`src/common/wdt_pkg.sv`:
```
// Purpose: Shared constants and types for the watchdog and reset-cause block.
// Assumes: An 8-bit I/O register port driven by the processor core.
// Notes:   Field positions below are bit indices inside each 8-bit register.
package wdt_pkg;

  // Reset-cause register fields.
  localparam int unsigned RC_DEBUG = 4;
  localparam int unsigned RC_WD    = 3;
  localparam int unsigned RC_BROWN = 2;
  localparam int unsigned RC_PIN   = 1;
  localparam int unsigned RC_POR   = 0;
  localparam int unsigned RC_W     = 5;
  localparam logic [RC_W-1:0] RC_RST_VAL = 5'h01;

  // Watchdog control and status register fields.
  localparam int unsigned WC_IRQ_FLAG = 7;
  localparam int unsigned WC_IRQ_EN   = 6;
  localparam int unsigned WC_PS_MSB   = 5;
  localparam int unsigned WC_CHG_EN   = 4;
  localparam int unsigned WC_SYS_EN   = 3;
  localparam int unsigned WC_PS_LO    = 2;
  localparam logic [3:0]  WC_PS_RST   = 4'h0;

  // Change window length in system clock cycles.
  localparam int unsigned CE_HOLD_CYC = 4;
  localparam logic [1:0]  CE_LAST     = 2'(CE_HOLD_CYC - 1);

  // Time-out in watchdog oscillator cycles for select code zero.
  localparam int unsigned WD_BASE_CYC = 2048;
  localparam int unsigned WD_OSC_HZ   = 128000;
  localparam logic [3:0]  WD_SEL_MAX  = 4'h9;
  localparam int unsigned WD_CNT_W    = 20;

  // Synchroniser lanes for the asynchronous inputs.
  localparam int unsigned SY_OSC   = 0;
  localparam int unsigned SY_FUSE  = 1;
  localparam int unsigned SY_PIN   = 2;
  localparam int unsigned SY_BROWN = 3;
  localparam int unsigned SY_DEBUG = 4;
  localparam int unsigned SY_W     = 5;

  typedef enum logic {
    REG_CAUSE = 1'h0,
    REG_WDCTL = 1'h1
  } reg_sel_e;

  typedef struct packed {
    logic [RC_W-1:0] cause;
    logic            irq_flag;
    logic            irq_en;
    logic            sys_en;
    logic            chg_en;
    logic [1:0]      chg_cnt;
    logic [3:0]      ps_sel;
    logic            rst_pulse;
    logic [7:0]      rdata;
  } wdt_s;

  typedef struct packed {
    logic                osc_prev;
    logic [WD_CNT_W-1:0] count;
    logic                timeout;
  } cnt_s;

endpackage

```
`src/common/wd_cnt_if.sv`:
```
// Purpose: Carries control and time-out between the register logic and counter.
// Assumes: Both ends run on the system clock.
// Notes:   osc_lvl is the already synchronised oscillator level.
`timescale 1ns/10ps
interface wd_cnt_if;
  logic       osc_lvl;
  logic       run;
  logic       restart;
  logic [3:0] sel;
  logic       timeout;

  modport ctrl (output osc_lvl, output run, output restart, output sel, input timeout);
  modport cnt  (input osc_lvl, input run, input restart, input sel, output timeout);
endinterface

```
`src/hw/sync3.sv`:
```
// Purpose: Three-stage synchroniser with an agreement filter, W lanes wide.
// Assumes: Inputs are slow compared with the system clock.
// Notes:   The output only moves when stages two and three agree.
`timescale 1ns/10ps
module sync3 #(
  parameter int unsigned W = 1
) (
  input  wire logic         core_clk_i,
  input  wire logic         rst_n_i,
  input  wire logic [W-1:0] d_i,
  output logic      [W-1:0] q_o
);

  typedef struct packed {
    logic [W-1:0] s1;
    logic [W-1:0] s2;
    logic [W-1:0] s3;
    logic [W-1:0] lvl;
  } sync_s;

  sync_s st_r;
  sync_s st_nxt;

  always_comb begin
    st_nxt     = st_r;
    st_nxt.s1  = d_i;
    st_nxt.s2  = st_r.s1;
    st_nxt.s3  = st_r.s2;
    st_nxt.lvl = (st_r.s2 & st_r.s3) | (st_r.lvl & (st_r.s2 | st_r.s3));
  end

  always_ff @(posedge core_clk_i or negedge rst_n_i) begin
    if (!rst_n_i) begin
      st_r <= '0;
    end else begin
      st_r <= st_nxt;
    end
  end

  assign q_o = st_r.lvl;

endmodule

```
`src/hw/wd_timeout_counter.sv`:
```
// Purpose: Counts watchdog oscillator edges and flags the selected time-out.
// Assumes: The oscillator level arrives already synchronised.
// Notes:   Reserved select codes behave as the longest time-out.
`timescale 1ns/10ps
module wd_timeout_counter
  import wdt_pkg::*;
#(
  parameter int unsigned BASE_CYC = WD_BASE_CYC
) (
  input  wire logic core_clk_i,
  input  wire logic rst_n_i,
  wd_cnt_if.cnt     port_if
);

  cnt_s st_r;
  cnt_s st_nxt;
  logic tick;
  logic at_last;

  function automatic logic [WD_CNT_W-1:0] last_count(input logic [3:0] sel);
    logic [3:0] s;
    s = (sel > WD_SEL_MAX) ? WD_SEL_MAX : sel;
    return WD_CNT_W'((BASE_CYC << s) - 1);
  endfunction

  assign tick    = port_if.osc_lvl && !st_r.osc_prev;
  // Compare with >= so a switch to a shorter period cannot skip the end.
  assign at_last = st_r.count >= last_count(port_if.sel);

  always_comb begin
    st_nxt          = st_r;
    st_nxt.osc_prev = port_if.osc_lvl;
    st_nxt.timeout  = 1'h0;
    if (!port_if.run || port_if.restart) begin
      st_nxt.count = '0;
    end else if (tick) begin
      if (at_last) begin
        st_nxt.count   = '0;
        st_nxt.timeout = 1'h1;
      end else begin
        st_nxt.count = st_r.count + WD_CNT_W'(1);
      end
    end
  end

  always_ff @(posedge core_clk_i or negedge rst_n_i) begin
    if (!rst_n_i) begin
      st_r <= '0;
    end else begin
      st_r <= st_nxt;
    end
  end

  assign port_if.timeout = st_r.timeout;
endmodule

```
`src/hw/wdt_reset_cause.sv`:
```
// Purpose: Watchdog control/status and reset-cause registers with the watchdog.
// Assumes: Core I/O writes are one-cycle strobes; resets are external levels.
// Notes:   arst_n_i is the power-on reset; other resets do not clear this block.
`timescale 1ns/10ps

module wdt_reset_cause
  import wdt_pkg::*;
#(
  parameter int unsigned BASE_CYC = WD_BASE_CYC
) (
  input  wire logic       core_clk_i,
  input  wire logic       arst_n_i,
  input  wire logic       io_wr_i,
  input  wire logic       io_sel_i,
  input  wire logic [7:0] io_wdata_i,
  output logic      [7:0] io_rdata_o,
  input  wire logic       wdr_i,
  input  wire logic       irq_ack_i,
  input  wire logic       global_irq_en_i,
  input  wire logic       wd_osc_i,
  input  wire logic       wd_always_on_fuse_i,
  input  wire logic       pin_reset_i,
  input  wire logic       brownout_reset_i,
  input  wire logic       scan_reset_i,
  output logic            wd_sysreset_o,
  output logic            wd_irq_o
);

  logic [1:0]      rst_sync_r;
  logic            rst_n;
  logic [SY_W-1:0] sy_in;
  logic [SY_W-1:0] sy_lvl;
  wdt_s            st_r;
  wdt_s            st_nxt;
  logic            fuse_prog;
  logic            eff_sys_en;
  logic            eff_irq_en;
  logic            wr_cause;
  logic            wr_ctl;
  logic            open_wr;
  logic            tmo;
  logic            fire_reset;
  logic            set_irq;
  logic [7:0]      ctl_view;
  logic [7:0]      cause_view;

  wd_cnt_if cnt_if ();

  // The reset is released synchronously so no flop sees a partial release.
  always_ff @(posedge core_clk_i or negedge arst_n_i) begin
    if (!arst_n_i) begin
      rst_sync_r <= 2'h0;
    end else begin
      rst_sync_r <= {rst_sync_r[0], 1'h1};
    end
  end

  assign rst_n = rst_sync_r[1];

  assign sy_in[SY_OSC]   = wd_osc_i;
  assign sy_in[SY_FUSE]  = wd_always_on_fuse_i;
  assign sy_in[SY_PIN]   = pin_reset_i;
  assign sy_in[SY_BROWN] = brownout_reset_i;
  assign sy_in[SY_DEBUG] = scan_reset_i;

  sync3 #(
    .W (SY_W)
  ) u_sync (
    .core_clk_i (core_clk_i),
    .rst_n_i    (rst_n),
    .d_i        (sy_in),
    .q_o        (sy_lvl)
  );

  wd_timeout_counter #(
    .BASE_CYC (BASE_CYC)
  ) u_counter (
    .core_clk_i (core_clk_i),
    .rst_n_i    (rst_n),
    .port_if    (cnt_if.cnt)
  );

  assign fuse_prog = !sy_lvl[SY_FUSE];

  assign eff_sys_en = st_r.sys_en || st_r.cause[RC_WD] || fuse_prog;

  assign eff_irq_en = st_r.irq_en && !fuse_prog;

  assign wr_cause = io_wr_i && (io_sel_i == REG_CAUSE);
  assign wr_ctl   = io_wr_i && (io_sel_i == REG_WDCTL);

  // Window opens only on both ones.
  assign open_wr = wr_ctl && io_wdata_i[WC_CHG_EN] && io_wdata_i[WC_SYS_EN];

  assign cnt_if.osc_lvl = sy_lvl[SY_OSC];
  assign cnt_if.run     = eff_sys_en || eff_irq_en;
  assign cnt_if.restart = wdr_i;
  assign cnt_if.sel     = st_r.ps_sel;
  assign tmo            = cnt_if.timeout;

  assign fire_reset = tmo && eff_sys_en && (!eff_irq_en || st_r.irq_flag);

  assign set_irq = tmo && eff_irq_en;

  assign ctl_view = {st_r.irq_flag, eff_irq_en, st_r.ps_sel[3], st_r.chg_en,
                     eff_sys_en, st_r.ps_sel[2:0]};
  assign cause_view = {3'h0, st_r.cause};

  always_comb begin
    st_nxt           = st_r;
    st_nxt.rst_pulse = fire_reset;
    st_nxt.rdata     = (io_sel_i == REG_WDCTL) ? ctl_view : cause_view;

    // Software clears cause flags by writing zeros; ones are ignored.
    if (wr_cause) begin
      st_nxt.cause = st_r.cause & io_wdata_i[RC_W-1:0];
    end

    // Hardware sets come after the clear so a same-cycle event survives.
    // Debug reset cause.
    if (sy_lvl[SY_DEBUG]) begin
      st_nxt.cause[RC_DEBUG] = 1'h1;
    end
    if (sy_lvl[SY_BROWN]) begin
      st_nxt.cause[RC_BROWN] = 1'h1;
    end
    if (sy_lvl[SY_PIN]) begin
      st_nxt.cause[RC_PIN] = 1'h1;
    end
    if (fire_reset) begin
      st_nxt.cause[RC_WD] = 1'h1;
    end

    if (wr_ctl) begin
      if (io_wdata_i[WC_SYS_EN]) begin
        st_nxt.sys_en = 1'h1;
      end else if (st_r.chg_en) begin
        st_nxt.sys_en = 1'h0;
      end
      if (st_r.chg_en) begin
        st_nxt.ps_sel = {io_wdata_i[WC_PS_MSB], io_wdata_i[WC_PS_LO:0]};
      end
      st_nxt.irq_en = io_wdata_i[WC_IRQ_EN];
      if (io_wdata_i[WC_IRQ_FLAG]) begin
        st_nxt.irq_flag = 1'h0;
      end
      // Any other write consumes or refuses the window.
      st_nxt.chg_en  = open_wr;
      st_nxt.chg_cnt = CE_LAST;
    end else if (st_r.chg_en) begin
      if (st_r.chg_cnt == 2'h0) begin
        st_nxt.chg_en = 1'h0;
      end else begin
        st_nxt.chg_cnt = st_r.chg_cnt - 2'h1;
      end
    end

    if (irq_ack_i) begin
      st_nxt.irq_flag = 1'h0;
      if (eff_sys_en) begin
        st_nxt.irq_en = 1'h0;
      end
    end

    if (set_irq) begin
      st_nxt.irq_flag = 1'h1;
    end

    if (st_nxt.cause[RC_WD]) begin
      st_nxt.sys_en = 1'h1;
    end
  end

  always_ff @(posedge core_clk_i or negedge rst_n) begin
    if (!rst_n) begin
      st_r           <= '0;
      st_r.cause     <= RC_RST_VAL;
      st_r.ps_sel    <= WC_PS_RST;
      st_r.rst_pulse <= 1'h0;
    end else begin
      st_r <= st_nxt;
    end
  end

  assign io_rdata_o    = st_r.rdata;
  assign wd_sysreset_o = st_r.rst_pulse;
  assign wd_irq_o      = global_irq_en_i && eff_irq_en && st_r.irq_flag;
endmodule

```
`config.mk`:
```
export PLATFORM = sky130hd
export DESIGN_NAME = wdt_reset_cause
export DESIGN_NICKNAME = d
export VERILOG_FILES = /design/src/common/wdt_pkg.sv /design/src/common/wd_cnt_if.sv /design/src/hw/sync3.sv /design/src/hw/wd_timeout_counter.sv /design/src/hw/wdt_reset_cause.sv
export SDC_FILE = /design/constraint.sdc
export NUM_CORES = 1
export LEC_CHECK = 0
export BUFFER_PORTS_ARGS = -buffer_cell sky130_fd_sc_hd__buf_2
export CORE_ASPECT_RATIO = 0.75
export CORE_MARGIN = 3
export CORE_UTILIZATION = 55
export CTS_BUF_LIST = sky130_fd_sc_hd__clkbuf_4
export DETAILED_ROUTE_END_ITERATION = 7
export PLACE_DENSITY = 0.76
export SYNTH_ARGS = -nofsm -noshare
export SYNTH_HDL_FRONTEND = slang
export SYNTH_HIERARCHICAL = 1
export SYNTH_SLANG_ARGS = --single-unit
export TNS_END_PERCENT = 10
```
`constraint.sdc`:
```
create_clock -name core_clk_i -period 6.1 [get_ports core_clk_i]
set_input_delay 0 -clock core_clk_i [delete_from_list [all_inputs] [get_ports core_clk_i]]
set_output_delay 0 -clock core_clk_i [all_outputs]
set_load 0.02 [all_outputs]
```
# Yosys cells after proc, flatten, opt, wreduce, memory -nomap -nowiden
# Index checks and enable logic that the tools add are counted.
# word_totals
wordCells	92
in_bits	20
regBits	68
# op_classes
n_lt_le_gt_ge	2
bitwise_logic	6
add_sub_neg	3
eq_ne	1
mux	24
reduce_logical	34
shifts	1
# ops
operator	count
$mux 20	2
$mux 21	1
$add 20x1->20 const B	1
$ge 20x20->1	1
$shl 12x4->20 const A	1
$sub 20x1->20 const B	1
$and 5x5->5	3
$mux 1	13
$reduce_bool 2->1	6
$logic_and 1x1->1	11
$or 5x5->5	2
$mux 3	3
$reduce_bool 3->1	3
$mux 8	1
$reduce_and 2->1	4
$logic_or 1x1->1	5
$mux 5	1
$gt 4x4->1 const B	1
$logic_not 1->1	4
$mux 2	2
$mux 4	1
$logic_not 2->1	1
$ne 2x2->1 const B	1
$sub 2x1->2 const B	1
$not 1->1	1

# Longest topological paths before layout
# Gate-level depths: netlist of run 1.
# logic_depth
depth_word	8
mapped_depth	16

# Modules after synthesis
# Netlist of run 1, hierarchy kept.
# by_module_without_submodules
mod	seq_area_each_um2	area_per_inst_um2	cells_per_inst	n_inst
wd_timeout_counter	550.5	1684.1	191	1
wdt_reset_cause	651.9	1098.6	88	1
sync3	500.5	594.3	30	1

# Worst setup path before layout of run 1
# OpenSTA, ideal clock, no wires.
# synth_path
path_type	register to register
from	register st_r, in the netlist cnt_if.sel[2]
to	register u_counter/st_r[15] in the netlist's numbering
setup_ns	0.092
path_buffers	1
path_stages_with_launch	15
slack_ns	3.187
t_arrival_ns	2.821
synth_period_minus_slack_ns	2.913
cell_sequence	dfrtp_1 nor2_1 nand3b_1 ha_1 nor3_1 mux2i_1 nor2_1 a21oi_1 ha_1 nand4_1 nor3_1 a2111oi_4 buf_6 nand3_2 o31ai_2
# synth_between
elab_chain_cells	8
# synth_lines
element	line_no	rtl
start, declared	wdt_reset_cause.sv:33	wdt_s st_r;
start signal, assigned	wdt_reset_cause.sv:181	st_r <= st_nxt;
$gt 4x4->1	wd_timeout_counter.sv:22	s = (sel > WD_SEL_MAX) ? WD_SEL_MAX : sel;
$mux 4 *	wd_timeout_counter.sv:22	
$shl 12x4->20 *	wd_timeout_counter.sv:23	return WD_CNT_W'((BASE_CYC << s) - 1);
$sub 20x1->20 *	wd_timeout_counter.sv:23	
$ge 20x20->1 *	wd_timeout_counter.sv:28	assign at_last = st_r.count >= last_count(port_if.sel);
$mux 20 *	wd_timeout_counter.sv:37	if (at_last) begin
$mux 21 *	wd_timeout_counter.sv:36	end else if (tick) begin
$mux 20 *	wd_timeout_counter.sv:34	if (!port_if.run || port_if.restart) begin
end signal, assigned	wd_timeout_counter.sv:50	st_r <= st_nxt;
end, declared	wd_timeout_counter.sv:15	cnt_s st_r;
# Every way passes the cells marked *; elsewhere a longest branch is shown, timed or not. The select of a mux whose other input is x is not followed.
# A chain may end at the register's enable or synchronous reset.

# Worst setup path in the final report of run 1
# layout_path
from	register st_r, in the netlist cnt_if.sel[2]
to	register u_counter/st_r[19] in the netlist's numbering
# Same word-level chain as after synthesis.

==> qor.log, run 1 <==
[global_routing] maximum number of pins on one net before global-route repair 67
[routing] via density per instance 5.75
[sta] slew at the pin with the worst max-slew slack 1200 ps
[power] clock network power share 24.2%
[power] switching power 0.358 mW
[routing] number of vias after detailed routing 2448
[sta] Max Clk Rate 273 MHz
[finish] Syn-to-layout area delta 11.3%
[logic_synthesis] register bit count reported by yosys 68
[global_routing] met2 global-route usage 27.7%
[critical_path] number of buffer and inverter instances along the worst setup path 0
[clock_tree] Clock Pin Slew Worst Setup and Hold Paths 120 ps
[finish] most frequent cells in the layout sky130_fd_sc_hd__dfrtp_1 (66), sky130_fd_sc_hd__buf_2 (29), sky130_fd_sc_hd__nand2_1 (26), sky130_fd_sc_hd__nand3_1 (23)
[sta] maximum clock skew at final layout 7.80 ps
[critical_path] Critical Path, Cell by Cell nor2_1 -> nand3b_1 -> ha_1 -> nor3_1 -> mux2i_1 -> nor2_1 -> a21oi_1 -> ha_1 -> a21oi_1 -> o21ai_0 -> nand2b_1 -> nand2_1 -> o311ai_1
[critical_path] Crit Path Class flip-flop to flip-flop
[clock_tree] Clock H-tree levels 3
[sta] ratio of final minimum period to clock period 60.0%
[critical_path] worst-path fanout max 34
[logic_synthesis] mean area per synthesized cell 10.9 um2
[sta] final-report max-slew violation count 0
[logic_synthesis] EDFF count, synth 0
[power] power density over the cells 282 nW/um2
[power] internal power of the cells 0.702 mW
[logic_synthesis] async set or reset register ratio after synthesis 100%
[place] RD Place Congestion 0.802
[global_routing] GR met1 Demand/Resource 27.8%
[critical_path] element type at the critical path start flip-flop
[floorplanning] die height 73.9 um
[floorplanning] area of the die 7130 um2
[routing] Post-route DRC 0
[hold_path] Hold WC Path Type primary input to flip-flop
[routing] number of DRC markers in iteration 0 231
[clock_tree] Sinks on Clock Net 68
[sta] max_slew headroom 19.7%
[sta] post-layout minimum cycle time 3660 ps
[routing] DR WL/cell 15.3 um
[logic_synthesis] Ys Warns 6
[power] IR Drop Worst-Case VDD 0.191 mV
[sta] Hold Fails Final Rpt 0
[job] max_cap viols 0
[critical_path] stage delay of the slowest cell on the critical path 840 ps
[logic_synthesis] share of the yosys chip area belonging to registers 50.4%
[critical_path] cell family with most CP delay simple AND/OR/NAND/NOR gates
[finish] antenna cell count 0
[sta] setup repair after global routing missed its margin false
[logic_synthesis] synthesized netlist cell count 309
[status] status finished clean
[place] number of buffers added on ports 29
[logic_synthesis] Post-Synthesis Net Count 341
[place] half-perimeter wire length after placement 4.21 mm
[global_routing] most utilized layer in the global route result met1
[sta] Setup Total Neg Slack 0 ps
[routing] number of iterations in the first detailed-routing pass 4
[power] Comb power frac 24.2%
[power] sequential cell fraction of total power 51.6%
[finish] proportion of layout cells with a drive suffix above 1 19.5%
[power] fraction of power spent switching nets 33.8%
[critical_path] CP Data Required Time 6420 ps
[global_routing] first-pass GRT wire length 10.5 mm
[clock_tree] Clk Tree Root Cell sky130_fd_sc_hd__clkbuf_4
[sta] number of setup violations in the final report 0
[logic_synthesis] ys flop type sky130_fd_sc_hd__dfrtp_1
[clock_tree] Clock Tree Buf Depth 2
[power] LEAKAGE 1.67 nW
[floorplanning] number of cell rows 24
[global_routing] total congestion overflow 0
[clock_tree] clock tree from TritonCTS built
[floorplanning] Top-Level Pins 30
[logic_synthesis] top cells by area in the synthesized netlist sky130_fd_sc_hd__dfrtp_1 (50%), sky130_fd_sc_hd__ha_1 (4.4%), sky130_fd_sc_hd__a31oi_1 (3.5%)
[floorplanning] Die Width 96.5 um
[floorplanning] placeable core region 5890 um2
[routing] antenna-violating nets left 0
[logic_synthesis] portion of synthesized cell area occupied by the leading cell type 49.6%
[finish] final layout net count 375
[global_routing] initial antenna violation count 0
[logic_synthesis] cell taking the most area after synthesis sky130_fd_sc_hd__dfrtp_1
[logic_synthesis] number of distinct library cells after synthesis 58
[routing] total wirelength of the detailed-routed design 6.51 mm
[floorplanning] starting utilization of the core area 57.4%
[logic_synthesis] combined area of all synthesized cells 3380 um2
[critical_path] slowest stage cell on the critical path sky130_fd_sc_hd__nand2b_1
[finish] most common cell after layout, fill and taps aside sky130_fd_sc_hd__dfrtp_1
[global_routing] vias in the first global route 2169
[global_routing] met3 track utilization from global routing 5.94%
[global_routing] Global Route Usage Sum 19.3%
[critical_path] Arrival @ worst endpoint 3980 ps
[finish] core utilization of the finished layout 63.8%
[critical_path] type of element capturing the critical path flip-flop
[clock_tree] number of buffers inserted during clock tree synthesis 9
[clock_tree] clock insertion delay at the later pin of the skew report 410 ps
==> worst paths after layout <==
kind	from	to	slack, ps	cells past startpoint
worst min-delay path	brownout_reset_i	u_sync/st_nxt[13]	230	2
worst max register to register	cnt_if.sel[2]	u_counter/st_r[19]	2440	13
max in group asynchronous	rst_sync_r[1]	u_sync/st_nxt[5]	5120	1
worst min register to register	u_sync/st_nxt[12]	u_sync/st_nxt[7]	360	0
worst max-delay path	cnt_if.sel[2]	u_counter/st_r[19]	2440	13
min in group asynchronous	arst_n_i	rst_sync_r[1]	430	3
==> cell families after synthesis <==
group	synth area share, %
AO/OA/AOI/OAI	12.8
XOR/XNOR	0.519
adder cells (fa/ha/maj)	6.11
buffers and inverters	6.67
flip-flops	50.4
multiplexers	4.30
other	0.111
AND/OR/NAND/NOR	19.1
==> synth_stat cells (4+ instances only) <==
cell type / n
sky130_fd_sc_hd__maj3_2: 5
sky130_fd_sc_hd__clkbuf_1: 5
sky130_fd_sc_hd__ha_1: 12
sky130_fd_sc_hd__a21oi_1: 7
sky130_fd_sc_hd__mux2i_1: 4
sky130_fd_sc_hd__nor2_1: 11
sky130_fd_sc_hd__nand2b_1: 7
sky130_fd_sc_hd__o21ai_0: 8
sky130_fd_sc_hd__a41oi_1: 5
sky130_fd_sc_hd__nand2_1: 26
sky130_fd_sc_hd__buf_4: 14
sky130_fd_sc_hd__nand4_1: 8
sky130_fd_sc_hd__and2_1: 4
sky130_fd_sc_hd__dfrtp_1: 67
sky130_fd_sc_hd__mux2_4: 4
sky130_fd_sc_hd__a31oi_1: 19
sky130_fd_sc_hd__and3_1: 5
sky130_fd_sc_hd__mux2_1: 4
sky130_fd_sc_hd__nand3b_1: 4
sky130_fd_sc_hd__inv_1: 10
sky130_fd_sc_hd__nand3_1: 23
sky130_fd_sc_hd__nor3_1: 5
sky130_fd_sc_hd__buf_6: 4
==> registers in the layout, summed over array words and instances, names as in the netlist <==
name and count:
wd_sysreset_o 1, u_sync/st_r 5, u_sync/st_nxt 10, cnt_if.sel 4, u_sync/q_o 5, u_counter/st_r 21, u_counter/port_if.timeout 1, st_r 4
io_rdata_o 8, ctl_view 2, rst_sync_r 2, cause_view 5
==> power by group through the flow <==
stage               Sequential [mW]  Clock, mW  Combinational [mW]
floorplan                     0.542          0               0.216
global placement              0.551          0               0.239
detailed placement            0.554          0               0.247
CTS                           0.546      0.265               0.257
global route                  0.555      0.287               0.290
finish                        0.547      0.257               0.257
==> cell type report <==
class,instances,area [um2]
inverter,10,37.5
multi-input combinational,204,1450
clock buffer,9,67.6
sequential,68,1700
clock inverter,7,51.3
tap,78,97.6
fill,445,2130
timing repair buffer,50,350
==> metrics by stage <==
stage / hold WS [ps] / power, mW / cells / area (um2) / setup WS (ps)
floorplan: -296 / 0.758 / 309 / 3380 / 3190
global placement: -215 / 0.790 / 391 / 3450 / 2690
detailed placement: -208 / 0.801 / 391 / 3450 / 2500
CTS: 199 / 1.07 / 426 / 3760 / 2490
global route: 192 / 1.13 / 426 / 3760 / 2100
finish: 227 / 1.06 / 426 / 3760 / 2440
==> metal layers <==
layer  share of wire [%]  up-vias  wire length [um]
li1                    -     1188                 -
met3                 6.1        7               398
met2                  46       76              2980
met1                  47     1177              3070
met4                0.97        0                63
met5                   0        -                 0
==> repair_timing <==
action	in CTS	in global routing
resized for setup	0	0
hold buffers	19	0
endpoints found under the hold margin	26	0
buffers inserted	0	0
Power figures use the tool's default switching activity.
==> run 2: changes to the inputs <==
--- a/config.mk
+++ b/config.mk
@@ -5,13 +5,14 @@
 export SDC_FILE = /design/constraint.sdc
 export NUM_CORES = 1
 export LEC_CHECK = 0
+export ABC_AREA = 1
 export BUFFER_PORTS_ARGS = -buffer_cell sky130_fd_sc_hd__buf_2
 export CORE_ASPECT_RATIO = 0.75
 export CORE_MARGIN = 3
 export CORE_UTILIZATION = 55
 export CTS_BUF_LIST = sky130_fd_sc_hd__clkbuf_4
 export DETAILED_ROUTE_END_ITERATION = 7
-export PLACE_DENSITY = 0.76
+export PLACE_DENSITY = 0.75
 export SYNTH_ARGS = -nofsm -noshare
 export SYNTH_HDL_FRONTEND = slang
 export SYNTH_HIERARCHICAL = 1
==> constraint.sdc (replaced) <==
create_clock -name core_clk_i -period 3.4 [get_ports core_clk_i]
set_input_delay 0 -clock core_clk_i [delete_from_list [all_inputs] [get_ports core_clk_i]]
set_output_delay 0 -clock core_clk_i [all_outputs]
set_load 0.02 [all_outputs]
==> qor.log, run 2 <==
[status] status finished clean
[sta] post-route worst hold slack 43.0 ps
[critical_path] Crit Path Class flip-flop to flip-flop
[logic_synthesis] portion of synthesized cell area occupied by the leading cell type 47.5%
[floorplanning] die height 75.4 um
[global_routing] first-pass GRT wire length 12.3 mm
[floorplanning] Die Width 98.5 um
[finish] antenna cell count 0
[sta] setup repair after global routing missed its margin false
[global_routing] maximum number of pins on one net before global-route repair 42
[hold_path] worst hold path stage count 4
[logic_synthesis] synthesized netlist cell count 424
[clock_tree] clock tree from TritonCTS built
[logic_synthesis] EDFF count, synth 0
[logic_synthesis] Ys Warns 6
[sta] Hold Fails Final Rpt 0
[routing] antenna-violating nets left 0
[clock_tree] clock insertion delay at the later pin of the skew report 430 ps
[finish] core utilization of the finished layout 67.7%
[global_routing] total congestion overflow 0
[critical_path] launching point of the worst reg2reg path cnt_if.sel[0]
[sta] slew at the pin with the worst max-slew slack 521 ps
[floorplanning] Top-Level Pins 30
[critical_path] worst setup slack for register-to-register paths 690 ps
[place] RD Place Congestion 0.879
[routing] total wirelength of the detailed-routed design 7.06 mm
[critical_path] Arrival @ worst endpoint 3060 ps
[finish] final layout net count 503
[finish] largest register by flop count u_counter/st_r
[clock_tree] number of buffers inserted during clock tree synthesis 9
[logic_synthesis] number of distinct library cells after synthesis 34
[finish] proportion of layout cells with a drive suffix above 1 14.9%
[sta] max_slew headroom 65.3%
[logic_synthesis] Post-Synthesis Net Count 456
[finish] most common cell after layout, fill and taps aside sky130_fd_sc_hd__nand2_1
[sta] ratio of final minimum period to clock period 79.7%
[finish] most frequent cells in the layout sky130_fd_sc_hd__nand2_1 (110), sky130_fd_sc_hd__dfrtp_1 (66), sky130_fd_sc_hd__inv_1 (62), sky130_fd_sc_hd__nor2_1 (49), sky130_fd_sc_hd__buf_2 (29)
[critical_path] CP Data Required Time 3750 ps
[global_routing] Global Route Usage Sum 21.2%
[hold_path] Worst Hold End u_counter/port_if.timeout
[global_routing] vias in the first global route 2712
[power] power density over the cells 511 nW/um2
[power] IR Drop Worst-Case VDD 0.361 mV
[clock_tree] Sinks on Clock Net 68
[logic_synthesis] async set or reset register ratio after synthesis 100%
[routing] number of DRC markers in iteration 0 208
[clock_tree] Clk Tree Root Cell sky130_fd_sc_hd__clkbuf_4
[finish] Syn-to-layout area delta 15.2%
[floorplanning] starting utilization of the core area 58.8%
[clock_tree] Clock Pin Slew Worst Setup and Hold Paths 130 ps
[place] half-perimeter wire length after placement 4.85 mm
[place] number of buffers added on ports 29
[critical_path] Reg2Reg Capture Point u_counter/st_r[3]
[job] max_cap viols 0
[sta] number of setup violations in the final report 0
[critical_path] type of element capturing the critical path flip-flop
[sta] Setup Total Neg Slack 0 ps
[clock_tree] count of hold-fix buffers inserted at cts 22
[global_routing] initial antenna violation count 0
[routing] number of vias after detailed routing 2818
[logic_synthesis] share of the yosys chip area belonging to registers 48.2%
[critical_path] worst-path fanout max 14
[logic_synthesis] most common cell in the netlist sky130_fd_sc_hd__nand2_1
[clock_tree] post-cts sizing count 0
[logic_synthesis] most frequent cells after synthesis sky130_fd_sc_hd__nand2_1 (110), sky130_fd_sc_hd__dfrtp_1 (67), sky130_fd_sc_hd__inv_1 (62), sky130_fd_sc_hd__nor2_1 (49), sky130_fd_sc_hd__nand3_1 (19)
[finish] max FFs per register 21
[power] LEAKAGE 2.03 nW
[clock_tree] Clock H-tree levels 3
[finish] Storage cell area 1700 um2
[logic_synthesis] register bit count reported by yosys 68
[logic_synthesis] cell taking the most area after synthesis sky130_fd_sc_hd__dfrtp_1
[finish] Multi-input gate area 1440 um2
[clock_tree] Clock Tree Buf Depth 2
[finish] Final Instance Count excl. Fillers 554
[hold_path] startpoint of the tightest hold check path wdr_i
[routing] Post-route DRC 0
[critical_path] launch point of the worst path cnt_if.sel[0]
[place] instance area after placement 3650 um2
[critical_path] R2R depth 15
[routing] DR WL/cell 12.7 um
[critical_path] element type at the critical path start flip-flop
[logic_synthesis] mean area per synthesized cell 8.32 um2
[floorplanning] placeable core region 6010 um2
[floorplanning] number of cell rows 24
[hold_path] Hold WC Path Type primary input to flip-flop
[finish] area of all placed cells without fillers 4070 um2
[logic_synthesis] combined area of all synthesized cells 3530 um2
[routing] number of iterations in the first detailed-routing pass 5
[sta] Max Clk Rate 369 MHz
[clock_tree] post-CTS setup-driven buffer insertion count 0
[place] Placed Instances 516
[sta] post-layout minimum cycle time 2710 ps
[sta] maximum clock skew at final layout 11.8 ps
[sta] final-report max-slew violation count 0
[floorplanning] area of the die 7420 um2
[logic_synthesis] top cells by area in the synthesized netlist sky130_fd_sc_hd__dfrtp_1 (48%), sky130_fd_sc_hd__nand2_1 (12%), sky130_fd_sc_hd__inv_1 (6.6%)
[routing] via density per instance 5.09
[finish] fill cell total of the finished layout 495
[logic_synthesis] ys flop type sky130_fd_sc_hd__dfrtp_1
[run 2: changes by cell type in the layout (fill, tap and decap cells not counted), moves of 5 or more]
cell and change:
sky130_fd_sc_hd__a31oi_1 -16, sky130_fd_sc_hd__a41oi_1 -5, sky130_fd_sc_hd__and3_1 -5, sky130_fd_sc_hd__inv_1 +52, sky130_fd_sc_hd__maj3_2 -5, sky130_fd_sc_hd__nand2_1 +84, sky130_fd_sc_hd__nand2b_1 -7, sky130_fd_sc_hd__nor2_1 +38
sky130_fd_sc_hd__o21ai_1 +8, sky130_fd_sc_hd__o21bai_1 +13, sky130_fd_sc_hd__xor2_1 +6
[run 2: kinds of logic after synthesis]
group / share of synthesized area [%]
AND/OR/NAND/NOR: 25.4
buffers and inverters: 11.0
flip-flops: 48.2
AO/OA/AOI/OAI: 8.26
adder cells (fa/ha/maj): 4.25
XOR/XNOR: 2.73
other: 0.106
[run 2: how the worst max path moves through the flow]
stage                         endpoint  slack (ps)  cells after the start
finish               u_counter/st_r[3]         690                     15
global route         u_counter/st_r[8]         330                     15
CTS                  u_counter/st_r[3]         670                     15
detailed placement   u_counter/st_r[3]         710                     15
global placement    u_counter/st_r[14]         850                     15
floorplan            u_counter/st_r[4]        1080                     16
[run 2: per-layer routing]
metal | vias up | part of all wire (%) | routed length, um | global-route usage, %
li1 | 1400 | - | - | -
met1 | 1359 | 48 | 3380 | 28.3
met2 | 50 | 46 | 3280 | 33.6
met3 | 9 | 4.5 | 315 | 7.04
met4 | 0 | 1.2 | 86 | 6.67
met5 | - | 0 | 0 | 0
[run 2: cell type report]
cell class,instances,area share (%)
inverters,67,6.34
clock buffers,9,1.66
clock inverters,7,3.20
repair buffers,52,9.17
well taps,78,2.40
multi-input cells,273,35.3
flip-flops and latches,68,41.9
[run 2: metrics by stage]
| step | total power, mW | worst slack (ps) |
|---|---|---|
| final | 2.08 | 692 |
| after global routing | 2.20 | 327 |
| after CTS | 2.10 | 674 |
| after detailed placement | 1.35 | 714 |
| after global placement | 1.34 | 853 |
| after floorplan | 1.28 | 1080 |
[run 2: power breakdown]
part           switching, mW  internal (mW)
Combinational          0.255          0.170
Clock                  0.325          0.386
Sequential            0.0669          0.874
[run 2: critical path, cell delays in order (launching register included)]
cell                       delay [ps]
sky130_fd_sc_hd__dfrtp_1          460
sky130_fd_sc_hd__nor3_1           200
sky130_fd_sc_hd__inv_1             80
sky130_fd_sc_hd__nor2_1           130
sky130_fd_sc_hd__inv_1             60
sky130_fd_sc_hd__ha_1             210
sky130_fd_sc_hd__nand4_1          120
sky130_fd_sc_hd__xnor2_1          130
sky130_fd_sc_hd__ha_1             260
sky130_fd_sc_hd__nand2_1           60
sky130_fd_sc_hd__nand2_1           40
sky130_fd_sc_hd__a21oi_1          150
sky130_fd_sc_hd__nand2_1           70
sky130_fd_sc_hd__nor2_1           120
sky130_fd_sc_hd__nand3_2          280
sky130_fd_sc_hd__o21bai_1         250
